`src/rtl/cbr_pkg.sv`:
```
// constants for the card bridge configuration register group
// assumes a byte-addressed plain register port with 32-bit data
package cbr_pkg;

   // -----------------------------------------------------------------
   // register offsets
   // -----------------------------------------------------------------
   localparam logic [7:0] OFS_IRQ_PIN      = 8'h3D;
   localparam logic [7:0] OFS_BRIDGE_CTL   = 8'h3E;
   localparam logic [7:0] OFS_MAKER_ID     = 8'h40;
   localparam logic [7:0] OFS_PRODUCT_ID   = 8'h42;
   localparam logic [7:0] OFS_LEGACY_BASE  = 8'h44;
   localparam logic [7:0] OFS_EVENT_STATUS = 8'h88;
   localparam logic [7:0] OFS_EVENT_MASK   = 8'h8C;
   localparam logic [7:0] OFS_SOCKET_SEL   = 8'h90;
   localparam logic [7:0] OFS_DEVICE_CTL   = 8'h92;

   // -----------------------------------------------------------------
   // bridge control bit positions
   // -----------------------------------------------------------------
   localparam int BC_POST    = 10;
   localparam int BC_PF1     = 9;
   localparam int BC_PF0     = 8;
   localparam int BC_ROUTE   = 7;
   localparam int BC_CARD_RESET_OUT    = 6;
   localparam int BC_MABT    = 5;
   localparam int BC_VGA     = 3;
   localparam int BC_ISA     = 2;
   localparam int BC_SERR    = 1;
   localparam int BC_PERR    = 0;

   // -----------------------------------------------------------------
   // event status bit positions
   // -----------------------------------------------------------------
   localparam int EV_SYSERR  = 0;
   localparam int EV_PARITY  = 1;
   localparam int EV_MABORT  = 2;
   localparam int EV_COUNT   = 3;

   // -----------------------------------------------------------------
   // reset values
   // -----------------------------------------------------------------
   localparam logic [15:0] RST_BRIDGE_CTL  = 16'h0340;
   localparam logic [31:0] RST_LEGACY_BASE = 32'h00000001;
   // identification reset values are arbitrary
   localparam logic [15:0] RST_MAKER_ID    = 16'h5A5A;
   localparam logic [15:0] RST_PRODUCT_ID  = 16'hA5A5;
   localparam logic [7:0]  PIN_INTA        = 8'h01;
   localparam logic [7:0]  PIN_NONE        = 8'h00;

   // -----------------------------------------------------------------
   // interrupt signalling modes
   // -----------------------------------------------------------------
   localparam logic [1:0] MODE_PARALLEL_ISA = 2'h0;
   localparam logic [1:0] MODE_SERIAL_ISA   = 2'h1;
   localparam logic [1:0] MODE_SERIAL_BOTH  = 2'h2;
   localparam logic [1:0] MODE_PARALLEL_PCI = 2'h3;
   localparam logic [1:0] RST_MODE          = MODE_SERIAL_BOTH;

   // -----------------------------------------------------------------
   // address ranges
   // -----------------------------------------------------------------
   localparam logic [14:0] VGA_MEM_TAG  = 15'h0005;
   localparam logic [27:0] VGA_IO_TAG_A = 28'h000003B;
   localparam logic [3:0]  VGA_IO_TOP_A = 4'hB;
   localparam logic [26:0] VGA_IO_TAG_B = 27'h000001E;

endpackage : cbr_pkg

```
`src/rtl/cbr_config_regs.sv`:
```
// card bridge configuration registers with event interrupt
// assumes one clock, synchronous active-low host reset, and a
// single-cycle register port whose read data follow one cycle later
`timescale 1ns/1ps
`default_nettype none

module cbr_config_regs (
   input  wire logic        ref_clk_in,
   input  wire logic        rst_n_in,
   // register port
   input  wire logic [7:0]  reg_addr_in,
   input  wire logic [31:0] reg_wdata_in,
   input  wire logic        reg_wr_in,
   input  wire logic        reg_rd_in,
   output logic      [31:0] reg_rdata_out,
   // controls from other configuration blocks
   input  wire logic        subsys_write_enable_in,
   input  wire logic        host_serr_enable_in,
   // card-side events
   input  wire logic        card_system_error_n_in,
   input  wire logic        parity_error_detect_in,
   input  wire logic        master_abort_in,
   // host cycle decode
   input  wire logic [31:0] cycle_addr_in,
   input  wire logic        cycle_io_in,
   input  wire logic        cycle_mem_in,
   input  wire logic        cycle_socket_in,
   // outputs
   output logic             write_post_enable_out,
   output logic      [1:0]  window1_prefetchable_out,
   output logic             window0_prefetchable_out,
   output logic             func_irq_route_sel_out,
   output logic             card_reset_n_out,
   output logic             target_abort_out,
   output logic             host_serr_out,
   output logic             card_parity_error_n_out,
   output logic             card_parity_error_oe_out,
   output logic             vga_forward_hit_out,
   output logic             isa_range_block_out,
   output logic             index_port_hit_out,
   output logic             data_port_hit_out,
   output logic      [1:0]  irq_signal_mode_sel_out,
   output logic             irq_out
);

   localparam int NEV = cbr_pkg::EV_COUNT;

   typedef struct packed {
      logic            post;
      logic [1:0]      win1_pf;
      logic            win0_pf;
      logic            route;
      logic            card_reset_out;
      logic            mabt;
      logic            vga;
      logic [1:0]      isa;
      logic            serr_en;
      logic            perr_en;
      logic [15:0]     maker_id;
      logic [15:0]     product_id;
      logic [31:1]     legacy_base;
      logic [1:0]      mode;
      logic            sock_sel;
      logic [NEV-1:0]  ev_status;
      logic [NEV-1:0]  ev_mask;
      logic [31:0]     rdata;
      logic            irq;
      logic            card_reset_n;
      logic            target_abort;
      logic            host_serr;
      logic            perr_drive;
      logic            vga_hit;
      logic            isa_block;
      logic            index_hit;
      logic            data_hit;
      logic            syserr_prev;
   } cbr_state_s;

   cbr_state_s st;
   cbr_state_s next_st;

   logic            syserr_sync_n;
   logic            syserr_rise;
   logic [NEV-1:0]  ev_set;
   logic [15:0]     bridge_view;
   logic [7:0]      pin_view;
   logic            wr_bc;
   logic            io_hit_vga;
   logic            mem_hit_vga;

   // -----------------------------------------------------------------
   // pin synchroniser
   // -----------------------------------------------------------------
   cbr_sync2 #(
      .WIDTH          (1)
   ) u_syserr_sync (
      .ref_clk_in     (ref_clk_in),
      .rst_n_in       (rst_n_in),
      .async_in       (card_system_error_n_in),
      .reset_value_in (1'b1),
      .sync_out       (syserr_sync_n)
   );

   // -----------------------------------------------------------------
   // read views
   // -----------------------------------------------------------------
   always_comb begin
      bridge_view                   = 16'h0000;
      bridge_view[cbr_pkg::BC_POST]  = st.post;
      bridge_view[cbr_pkg::BC_PF1]   = st.win1_pf[st.sock_sel];
      bridge_view[cbr_pkg::BC_PF0]   = st.win0_pf;
      bridge_view[cbr_pkg::BC_ROUTE] = st.route;
      bridge_view[cbr_pkg::BC_CARD_RESET_OUT]  = st.card_reset_out;
      bridge_view[cbr_pkg::BC_MABT]  = st.mabt;
      bridge_view[cbr_pkg::BC_VGA]   = st.vga;
      bridge_view[cbr_pkg::BC_ISA]   = st.isa[st.sock_sel];
      bridge_view[cbr_pkg::BC_SERR]  = st.serr_en;
      bridge_view[cbr_pkg::BC_PERR]  = st.perr_en;
      // parallel ISA signalling leaves no PCI pin in use
      if (st.mode == cbr_pkg::MODE_PARALLEL_ISA) begin
         pin_view = cbr_pkg::PIN_NONE;
      end else begin
         pin_view = cbr_pkg::PIN_INTA;
      end
   end

   // -----------------------------------------------------------------
   // event detection
   // -----------------------------------------------------------------
   assign syserr_rise = st.syserr_prev & ~syserr_sync_n;
   assign ev_set[cbr_pkg::EV_SYSERR] = syserr_rise;
   assign ev_set[cbr_pkg::EV_PARITY] = parity_error_detect_in;
   assign ev_set[cbr_pkg::EV_MABORT] = master_abort_in;

   // -----------------------------------------------------------------
   // address decode of host cycles
   // -----------------------------------------------------------------
   assign mem_hit_vga = cycle_mem_in
                     && cycle_addr_in[31:17] == cbr_pkg::VGA_MEM_TAG;
   assign io_hit_vga  = cycle_io_in
                     && ((cycle_addr_in[31:4] == cbr_pkg::VGA_IO_TAG_A
                       && cycle_addr_in[3:0] <= cbr_pkg::VGA_IO_TOP_A)
                      || cycle_addr_in[31:5] == cbr_pkg::VGA_IO_TAG_B);

   assign wr_bc = reg_wr_in && reg_addr_in == cbr_pkg::OFS_BRIDGE_CTL;

   // -----------------------------------------------------------------
   // next state
   // -----------------------------------------------------------------
   always_comb begin
      next_st = st;
      next_st.syserr_prev = syserr_sync_n;

      // register writes; read-only bits never take write data
      if (wr_bc) begin
         next_st.post    = reg_wdata_in[cbr_pkg::BC_POST];
         next_st.win0_pf = reg_wdata_in[cbr_pkg::BC_PF0];
         next_st.route   = reg_wdata_in[cbr_pkg::BC_ROUTE];
         next_st.card_reset_out    = reg_wdata_in[cbr_pkg::BC_CARD_RESET_OUT];
         next_st.mabt    = reg_wdata_in[cbr_pkg::BC_MABT];
         next_st.vga     = reg_wdata_in[cbr_pkg::BC_VGA];
         next_st.serr_en = reg_wdata_in[cbr_pkg::BC_SERR];
         next_st.perr_en = reg_wdata_in[cbr_pkg::BC_PERR];
         next_st.win1_pf[st.sock_sel] =
            reg_wdata_in[cbr_pkg::BC_PF1];
         next_st.isa[st.sock_sel] =
            reg_wdata_in[cbr_pkg::BC_ISA];
      end
      if (reg_wr_in && subsys_write_enable_in) begin
         if (reg_addr_in == cbr_pkg::OFS_MAKER_ID) begin
            next_st.maker_id = reg_wdata_in[15:0];
         end
         if (reg_addr_in == cbr_pkg::OFS_PRODUCT_ID) begin
            next_st.product_id = reg_wdata_in[15:0];
         end
      end
      if (reg_wr_in && reg_addr_in == cbr_pkg::OFS_LEGACY_BASE) begin
         next_st.legacy_base = reg_wdata_in[31:1];
      end
      if (reg_wr_in && reg_addr_in == cbr_pkg::OFS_EVENT_MASK) begin
         next_st.ev_mask = reg_wdata_in[NEV-1:0];
      end
      if (reg_wr_in && reg_addr_in == cbr_pkg::OFS_SOCKET_SEL) begin
         next_st.sock_sel = reg_wdata_in[0];
      end
      if (reg_wr_in && reg_addr_in == cbr_pkg::OFS_DEVICE_CTL) begin
         next_st.mode = reg_wdata_in[1:0];
      end

      // reads; data stand only in the following cycle
      next_st.rdata = 32'h00000000;
      if (reg_rd_in) begin
         unique case (reg_addr_in)
            cbr_pkg::OFS_IRQ_PIN: begin
               next_st.rdata = {24'h000000, pin_view};
            end
            cbr_pkg::OFS_BRIDGE_CTL: begin
               next_st.rdata = {16'h0000, bridge_view};
            end
            cbr_pkg::OFS_MAKER_ID: begin
               next_st.rdata = {16'h0000, st.maker_id};
            end
            cbr_pkg::OFS_PRODUCT_ID: begin
               next_st.rdata = {16'h0000, st.product_id};
            end
            cbr_pkg::OFS_LEGACY_BASE: begin
               next_st.rdata = {st.legacy_base, 1'b1};
            end
            cbr_pkg::OFS_EVENT_STATUS: begin
               next_st.rdata = {{(32-NEV){1'b0}}, st.ev_status};
            end
            cbr_pkg::OFS_EVENT_MASK: begin
               next_st.rdata = {{(32-NEV){1'b0}}, st.ev_mask};
            end
            cbr_pkg::OFS_SOCKET_SEL: begin
               next_st.rdata = {31'h00000000, st.sock_sel};
            end
            cbr_pkg::OFS_DEVICE_CTL: begin
               next_st.rdata = {30'h00000000, st.mode};
            end
            default: begin
               next_st.rdata = 32'h00000000;
            end
         endcase
      end

      // sticky events: a read clears, a new event in the same cycle wins
      if (reg_rd_in && reg_addr_in == cbr_pkg::OFS_EVENT_STATUS) begin
         next_st.ev_status = ev_set;
      end else begin
         next_st.ev_status = st.ev_status | ev_set;
      end
      next_st.irq = |(next_st.ev_status & next_st.ev_mask);

      // card reset follows bit 6, inverted, on the same edge as the write
      next_st.card_reset_n = ~next_st.card_reset_out;

      // error reporting
      next_st.target_abort = master_abort_in & st.mabt;
      next_st.host_serr = (syserr_rise & st.serr_en)
                        | (master_abort_in & st.mabt
                           & host_serr_enable_in);
      next_st.perr_drive = parity_error_detect_in & st.perr_en;

      // cycle decode
      next_st.vga_hit   = st.vga & (mem_hit_vga | io_hit_vga);
      next_st.isa_block = cycle_io_in
                        && st.isa[cycle_socket_in]
                        && cycle_addr_in[31:16] == 16'h0000
                        && cycle_addr_in[9:8] != 2'h0;
      next_st.index_hit = cycle_io_in
                        && cycle_addr_in[31:1] == st.legacy_base
                        && !cycle_addr_in[0];
      next_st.data_hit  = cycle_io_in
                        && cycle_addr_in[31:1] == st.legacy_base
                        && cycle_addr_in[0];
   end

   // -----------------------------------------------------------------
   // state register
   // -----------------------------------------------------------------
   always_ff @(posedge ref_clk_in) begin
      if (!rst_n_in) begin
         st              <= '0;
         st.post         <= cbr_pkg::RST_BRIDGE_CTL[cbr_pkg::BC_POST];
         st.win1_pf      <= {2{cbr_pkg::RST_BRIDGE_CTL[cbr_pkg::BC_PF1]}};
         st.win0_pf      <= cbr_pkg::RST_BRIDGE_CTL[cbr_pkg::BC_PF0];
         st.route        <= cbr_pkg::RST_BRIDGE_CTL[cbr_pkg::BC_ROUTE];
         st.card_reset_out         <= cbr_pkg::RST_BRIDGE_CTL[cbr_pkg::BC_CARD_RESET_OUT];
         st.card_reset_n <= 1'b0;
         st.maker_id     <= cbr_pkg::RST_MAKER_ID;
         st.product_id   <= cbr_pkg::RST_PRODUCT_ID;
         st.legacy_base  <= cbr_pkg::RST_LEGACY_BASE[31:1];
         st.mode         <= cbr_pkg::RST_MODE;
         st.syserr_prev  <= 1'b1;
      end else begin
         st <= next_st;
      end
   end

   // -----------------------------------------------------------------
   // outputs
   // -----------------------------------------------------------------
   assign reg_rdata_out            = st.rdata;
   assign write_post_enable_out    = st.post;
   assign window1_prefetchable_out = st.win1_pf;
   assign window0_prefetchable_out = st.win0_pf;
   assign func_irq_route_sel_out   = st.route;
   assign card_reset_n_out         = st.card_reset_n;
   assign target_abort_out         = st.target_abort;
   assign host_serr_out            = st.host_serr;
   assign card_parity_error_n_out  = ~st.perr_drive;
   assign card_parity_error_oe_out = st.perr_drive;
   assign vga_forward_hit_out      = st.vga_hit;
   assign isa_range_block_out      = st.isa_block;
   assign index_port_hit_out       = st.index_hit;
   assign data_port_hit_out        = st.data_hit;
   assign irq_signal_mode_sel_out  = st.mode;
   assign irq_out                  = st.irq;

endmodule : cbr_config_regs

`default_nettype wire

```
`src/rtl/cbr_sync2.sv`:
```
// two-flop synchroniser for pin inputs
// assumes inputs may change at any time relative to ref_clk_in
`timescale 1ns/1ps
`default_nettype none

module cbr_sync2 #(
   parameter int WIDTH = 1
) (
   input  wire logic             ref_clk_in,
   input  wire logic             rst_n_in,
   input  wire logic [WIDTH-1:0] async_in,
   input  wire logic [WIDTH-1:0] reset_value_in,
   output logic      [WIDTH-1:0] sync_out
);

   typedef struct packed {
      logic [WIDTH-1:0] meta;
      logic [WIDTH-1:0] stable;
   } cbr_sync_s;

   cbr_sync_s st;
   cbr_sync_s next_st;

   // -----------------------------------------------------------------
   // two stages
   // -----------------------------------------------------------------
   always_comb begin
      next_st.meta   = async_in;
      next_st.stable = st.meta;
   end

   always_ff @(posedge ref_clk_in) begin
      if (!rst_n_in) begin
         st <= {2{reset_value_in}};
      end else begin
         st <= next_st;
      end
   end

   assign sync_out = st.stable;

endmodule : cbr_sync2

`default_nettype wire

```
`config.mk`:
```
export PLATFORM = sky130hd
export DESIGN_NAME = cbr_config_regs
export DESIGN_NICKNAME = d
export VERILOG_FILES = /design/src/rtl/cbr_pkg.sv /design/src/rtl/cbr_config_regs.sv /design/src/rtl/cbr_sync2.sv
export SDC_FILE = /design/constraint.sdc
export NUM_CORES = 1
export LEC_CHECK = 0
export BUFFER_PORTS_ARGS = -buffer_cell sky130_fd_sc_hd__buf_2
export CAP_MARGIN = 15
export CORE_UTILIZATION = 45
export CTS_CLUSTER_DIAMETER = 200
export CTS_CLUSTER_SIZE = 24
export DETAILED_ROUTE_END_ITERATION = 7
export PLACE_DENSITY = 0.67
export SETUP_SLACK_MARGIN = 0.05
export SLEW_MARGIN = 5
export SYNTH_ARGS = -nofsm -noshare
export SYNTH_HDL_FRONTEND = slang
export SYNTH_SLANG_ARGS = --single-unit
```
`constraint.sdc`:
```
create_clock -name ref_clk_in -period 3.65 [get_ports ref_clk_in]
set_input_delay 0 -clock ref_clk_in [delete_from_list [all_inputs] [get_ports ref_clk_in]]
set_output_delay 0 -clock ref_clk_in [all_outputs]
set_load 0.02 [all_outputs]
```
==> results.py <==
metrics = {
    "outcome": {
        "outcome": "complete, no violations",
    },
    "yosys": {
        "synthFlopType": "sky130_fd_sc_hd__dfxtp_1",
        "yosys.area.top_type_share": 0.467,
        "yosys_warnings": 0,
        "synth.avg_cell_area_um2": 8.59,
        "synth_top_cell_by_area": "sky130_fd_sc_hd__dfxtp_1",
        "synthesis.area_um2": 5480,
        "yosysUniqueCellTypes": 46,
        "mappedNetlistNets": 722,
        "synth_seq_cells": 128,
        "postSynth.asyncResetShare": 0,
        "portion_of_the_post_synthesis_area_used_by_sequential_elements": 0.467,
        "post_synth_edffs": 0,
        "synth_area_leaders": "sky130_fd_sc_hd__dfxtp_1 (47%), sky130_fd_sc_hd__nand2_1 (10%), sky130_fd_sc_hd__a21oi_1 (5.7%)",
        "cell_count_after_synthesis": 638,
    },
    "drt": {
        "ant_nets": 0,
        "viasPerCell": 5.44,
        "detail_route.wirelength_mm": 15.5,
        "number_of_vias_after_detailed_routing": 4998,
        "wl_per_cell_um": 16.9,
        "detail_route.iter0.violations": 332,
        "drc_errors": 0,
        "detail_route.first_pass.iterations": 5,
    },
    "critical_path": {
        "worstPathArrival_ps": 2460,
        "crit_path_start_kind": "primary input",
        "critPathMostFrequentCell": "sky130_fd_sc_hd__dlygate4sd3_1",
        "worst_setup_path_end_kind": "register",
        "path_max_fanout": 2,
        "cp.required_ps": 4010,
        "path_class": "in -> reg",
        "timing.critical_path.slowest_cell_delay_ps": 620,
        "crit_path_cell_trace": "dlygate4sd3_1, buf_2, nor4b_1, dlygate4sd3_1, nor4b_1, dlygate4sd3_1",
        "critical-path-slowest-cell": "sky130_fd_sc_hd__dlygate4sd3_1",
    },
    "floorplan": {
        "die_area_um2": 12600,
        "floorplan.initialDensity": 0.470,
        "chipWidth_um": 112,
        "ioPinCount": 133,
        "rows": 39,
        "die_height_um": 112,
        "design.core.area_um2": 11700,
    },
    "sta": {
        "timing.fmax_mhz": 475,
        "clock_skew_ps": 8.50,
        "max-slew-margin-rel": 0.371,
        "worst_pin_slew_ps": 941,
        "period_needed_ps": 2100,
        "slew_violations": 0,
        "final.setup.tns_ps": 0,
        "unrepaired_setup_endpoints_after_global_routing": "no",
        "finalHoldViolCount": 0,
        "report.final.setup_viol": 0,
        "period_share": 0.576,
    },
    "grt": {
        "overflow": 0,
        "grt_first_pass_wirelength_mm": 24.3,
        "antenna_found_initial": 0,
        "grt_pass1_vias": 4842,
        "gr-usage-all-layers": 0.250,
        "grt_start_max_net_pins": 51,
    },
    "pwr": {
        "design_power_total_mw": 3.30,
        "swShare": 0.215,
        "internal_power_mw": 2.59,
        "switchingPower_mw": 0.707,
        "power.density_cell_area_nw_per_um2": 476,
        "sequential_fraction_of_design_power": 0.427,
        "clock_power_share": 0.517,
        "power.share.combinational": 0.057,
        "vdd.ir_drop.worst_uv": 256,
        "p_leak_nw": 2.87,
    },
    "placed_design": {
        "dp.final_hpwl_mm": 10.8,
        "gpl.final_weighted_congestion": 0.877,
        "buffer_ports.inserted": 132,
    },
    "cts": {
        "worst_skew_pair.late_latency_ps": 420,
        "ctsRootBufferMaster": "sky130_fd_sc_hd__clkbuf_16",
        "clockBufferDepth": 2,
        "clk_transition_reported_paths_ps": 50,
        "tritoncts_clock_tree": "yes",
        "cts_htree_levels": 4,
        "tritoncts.num_buffers": 17,
        "clkSinkCount": 128,
        "cts_resized": 0,
    },
    "run": {
        "number_of_max_capacitance_violations_reported": 0,
    },
    "layout": {
        "drive_above_1_share": 0.229,
        "layout_commonest_cell": "sky130_fd_sc_hd__nand2_1",
        "antenna_cells": 0,
        "final_cell_mix": "sky130_fd_sc_hd__nand2_1 (152), sky130_fd_sc_hd__buf_2 (132), sky130_fd_sc_hd__dfxtp_1 (128)",
        "areaGrowthSynthToFinish_pct": 26.3,
        "nets": 848,
    },
    "worst_hold_path": {
        "min-delay-path-class": "in -> reg",
    },
}
## kinds of logic after synthesis
family          Yosys count  share of synthesized area
flops                   128                      0.467
buf+inv                  83                     0.0931
compound gates          102                      0.117
xor+xnor                 31                     0.0495
simple gates            278                      0.243
mux                      16                     0.0301
## layout make-up
type | instances | area, µm²
inverters | 8 | 30.0
clock inverters | 11 | 139
clock buffers | 20 | 457
flip-flops and latches | 128 | 2560
fillers | 1013 | 4740
multi-input cells | 427 | 2410
well taps | 143 | 179
repair buffers | 182 | 1150
## state kept, by name, summed over array words and instances, names as in the netlist, 2 cells and up
name                      count
irq_signal_mode_sel_out       2
reg_rdata_out                32
st                           73
bridge_view                   5
window1_prefetchable_out      2
## path summary, 6_finish.rpt
path                                            start                                 to  slack, ps  cells after the start
setup / recovery                    cycle_addr_in[16]     isa_range_block_out$_SDFF_PN0_       1550                      6
hold / removal                       cycle_addr_in[2]       data_port_hit_out$_SDFF_PN0_         10                      6
setup reg to reg                 st[117]$_SDFFE_PN0P_     isa_range_block_out$_SDFF_PN0_       2160                      3
hold reg to reg   u_syserr_sync.next_st[0]$_SDFF_PN1_  u_syserr_sync.sync_out$_SDFF_PN1_        440                      1
## per-layer routing
metal / vias up / wire length [µm] / global-route usage / part of all wire
li1: 2395 / - / - / -
met1: 2340 / 6900 / 0.310 / 0.44
met2: 228 / 7310 / 0.421 / 0.47
met3: 35 / 993 / 0.0508 / 0.064
met4: 0 / 350 / 0.112 / 0.023
met5: - / 0 / 0 / 0
## Yosys cell counts, drive strengths merged, types with 2 or more instances
master	instances
a22oi	6
nor4b	5
mux2	4
nor4	9
xor2	7
clkbuf	23
a221oi	6
nor2	23
o21ai	2
nand2b	3
a31oi	5
nand4	12
mux2i	12
a21oi	62
nor3	3
a22o	5
buf	52
nand2	152
a222oi	4
and2	20
o211ai	3
dfxtp	128
xnor2	24
inv	8
a32o	3
nor2b	5
nand3	33
and3	7
a32oi	2
## worst max-delay path, delay by kind of cell
family	cells	cell delay, ps
buffers and inverters	4	1890
AND/OR/NAND/NOR	2	580
## timing repair
item                      4_1_cts  5_1_grt
buffers inserted                0        0
hold buffers                   45        0
hold endpoints to repair       90        0
## power by group through the flow
| stage | Clock, mW | Sequential, mW | Combinational, mW |
|---|---|---|---|
| CTS | 1.72 | 1.41 | 0.185 |
| global route | 1.78 | 1.40 | 0.199 |
| floorplan | 0 | 1.43 | 0.0638 |
| detailed placement | 0 | 1.44 | 0.151 |
| global placement | 0 | 1.43 | 0.149 |
| finish | 1.70 | 1.41 | 0.187 |
## stage by stage
| step | cells | utilization | hold WS (ps) | cell area [µm²] | setup slack [ps] |
|---|---|---|---|---|---|
| final | 919 | 0.594 | 11.8 | 6930 | 1550 |
| after global routing | 919 | 0.594 | 34.6 | 6930 | 1470 |
| after CTS | 919 | 0.594 | 4.48 | 6930 | 1660 |
| after detailed placement | 843 | 0.504 | 187 | 5880 | 1250 |
| after global placement | 843 | 0.504 | 174 | 5880 | 1320 |
| after floorplan | 638 | - | 72.4 | 5480 | 1930 |
(Power assumes the default switching activity.)
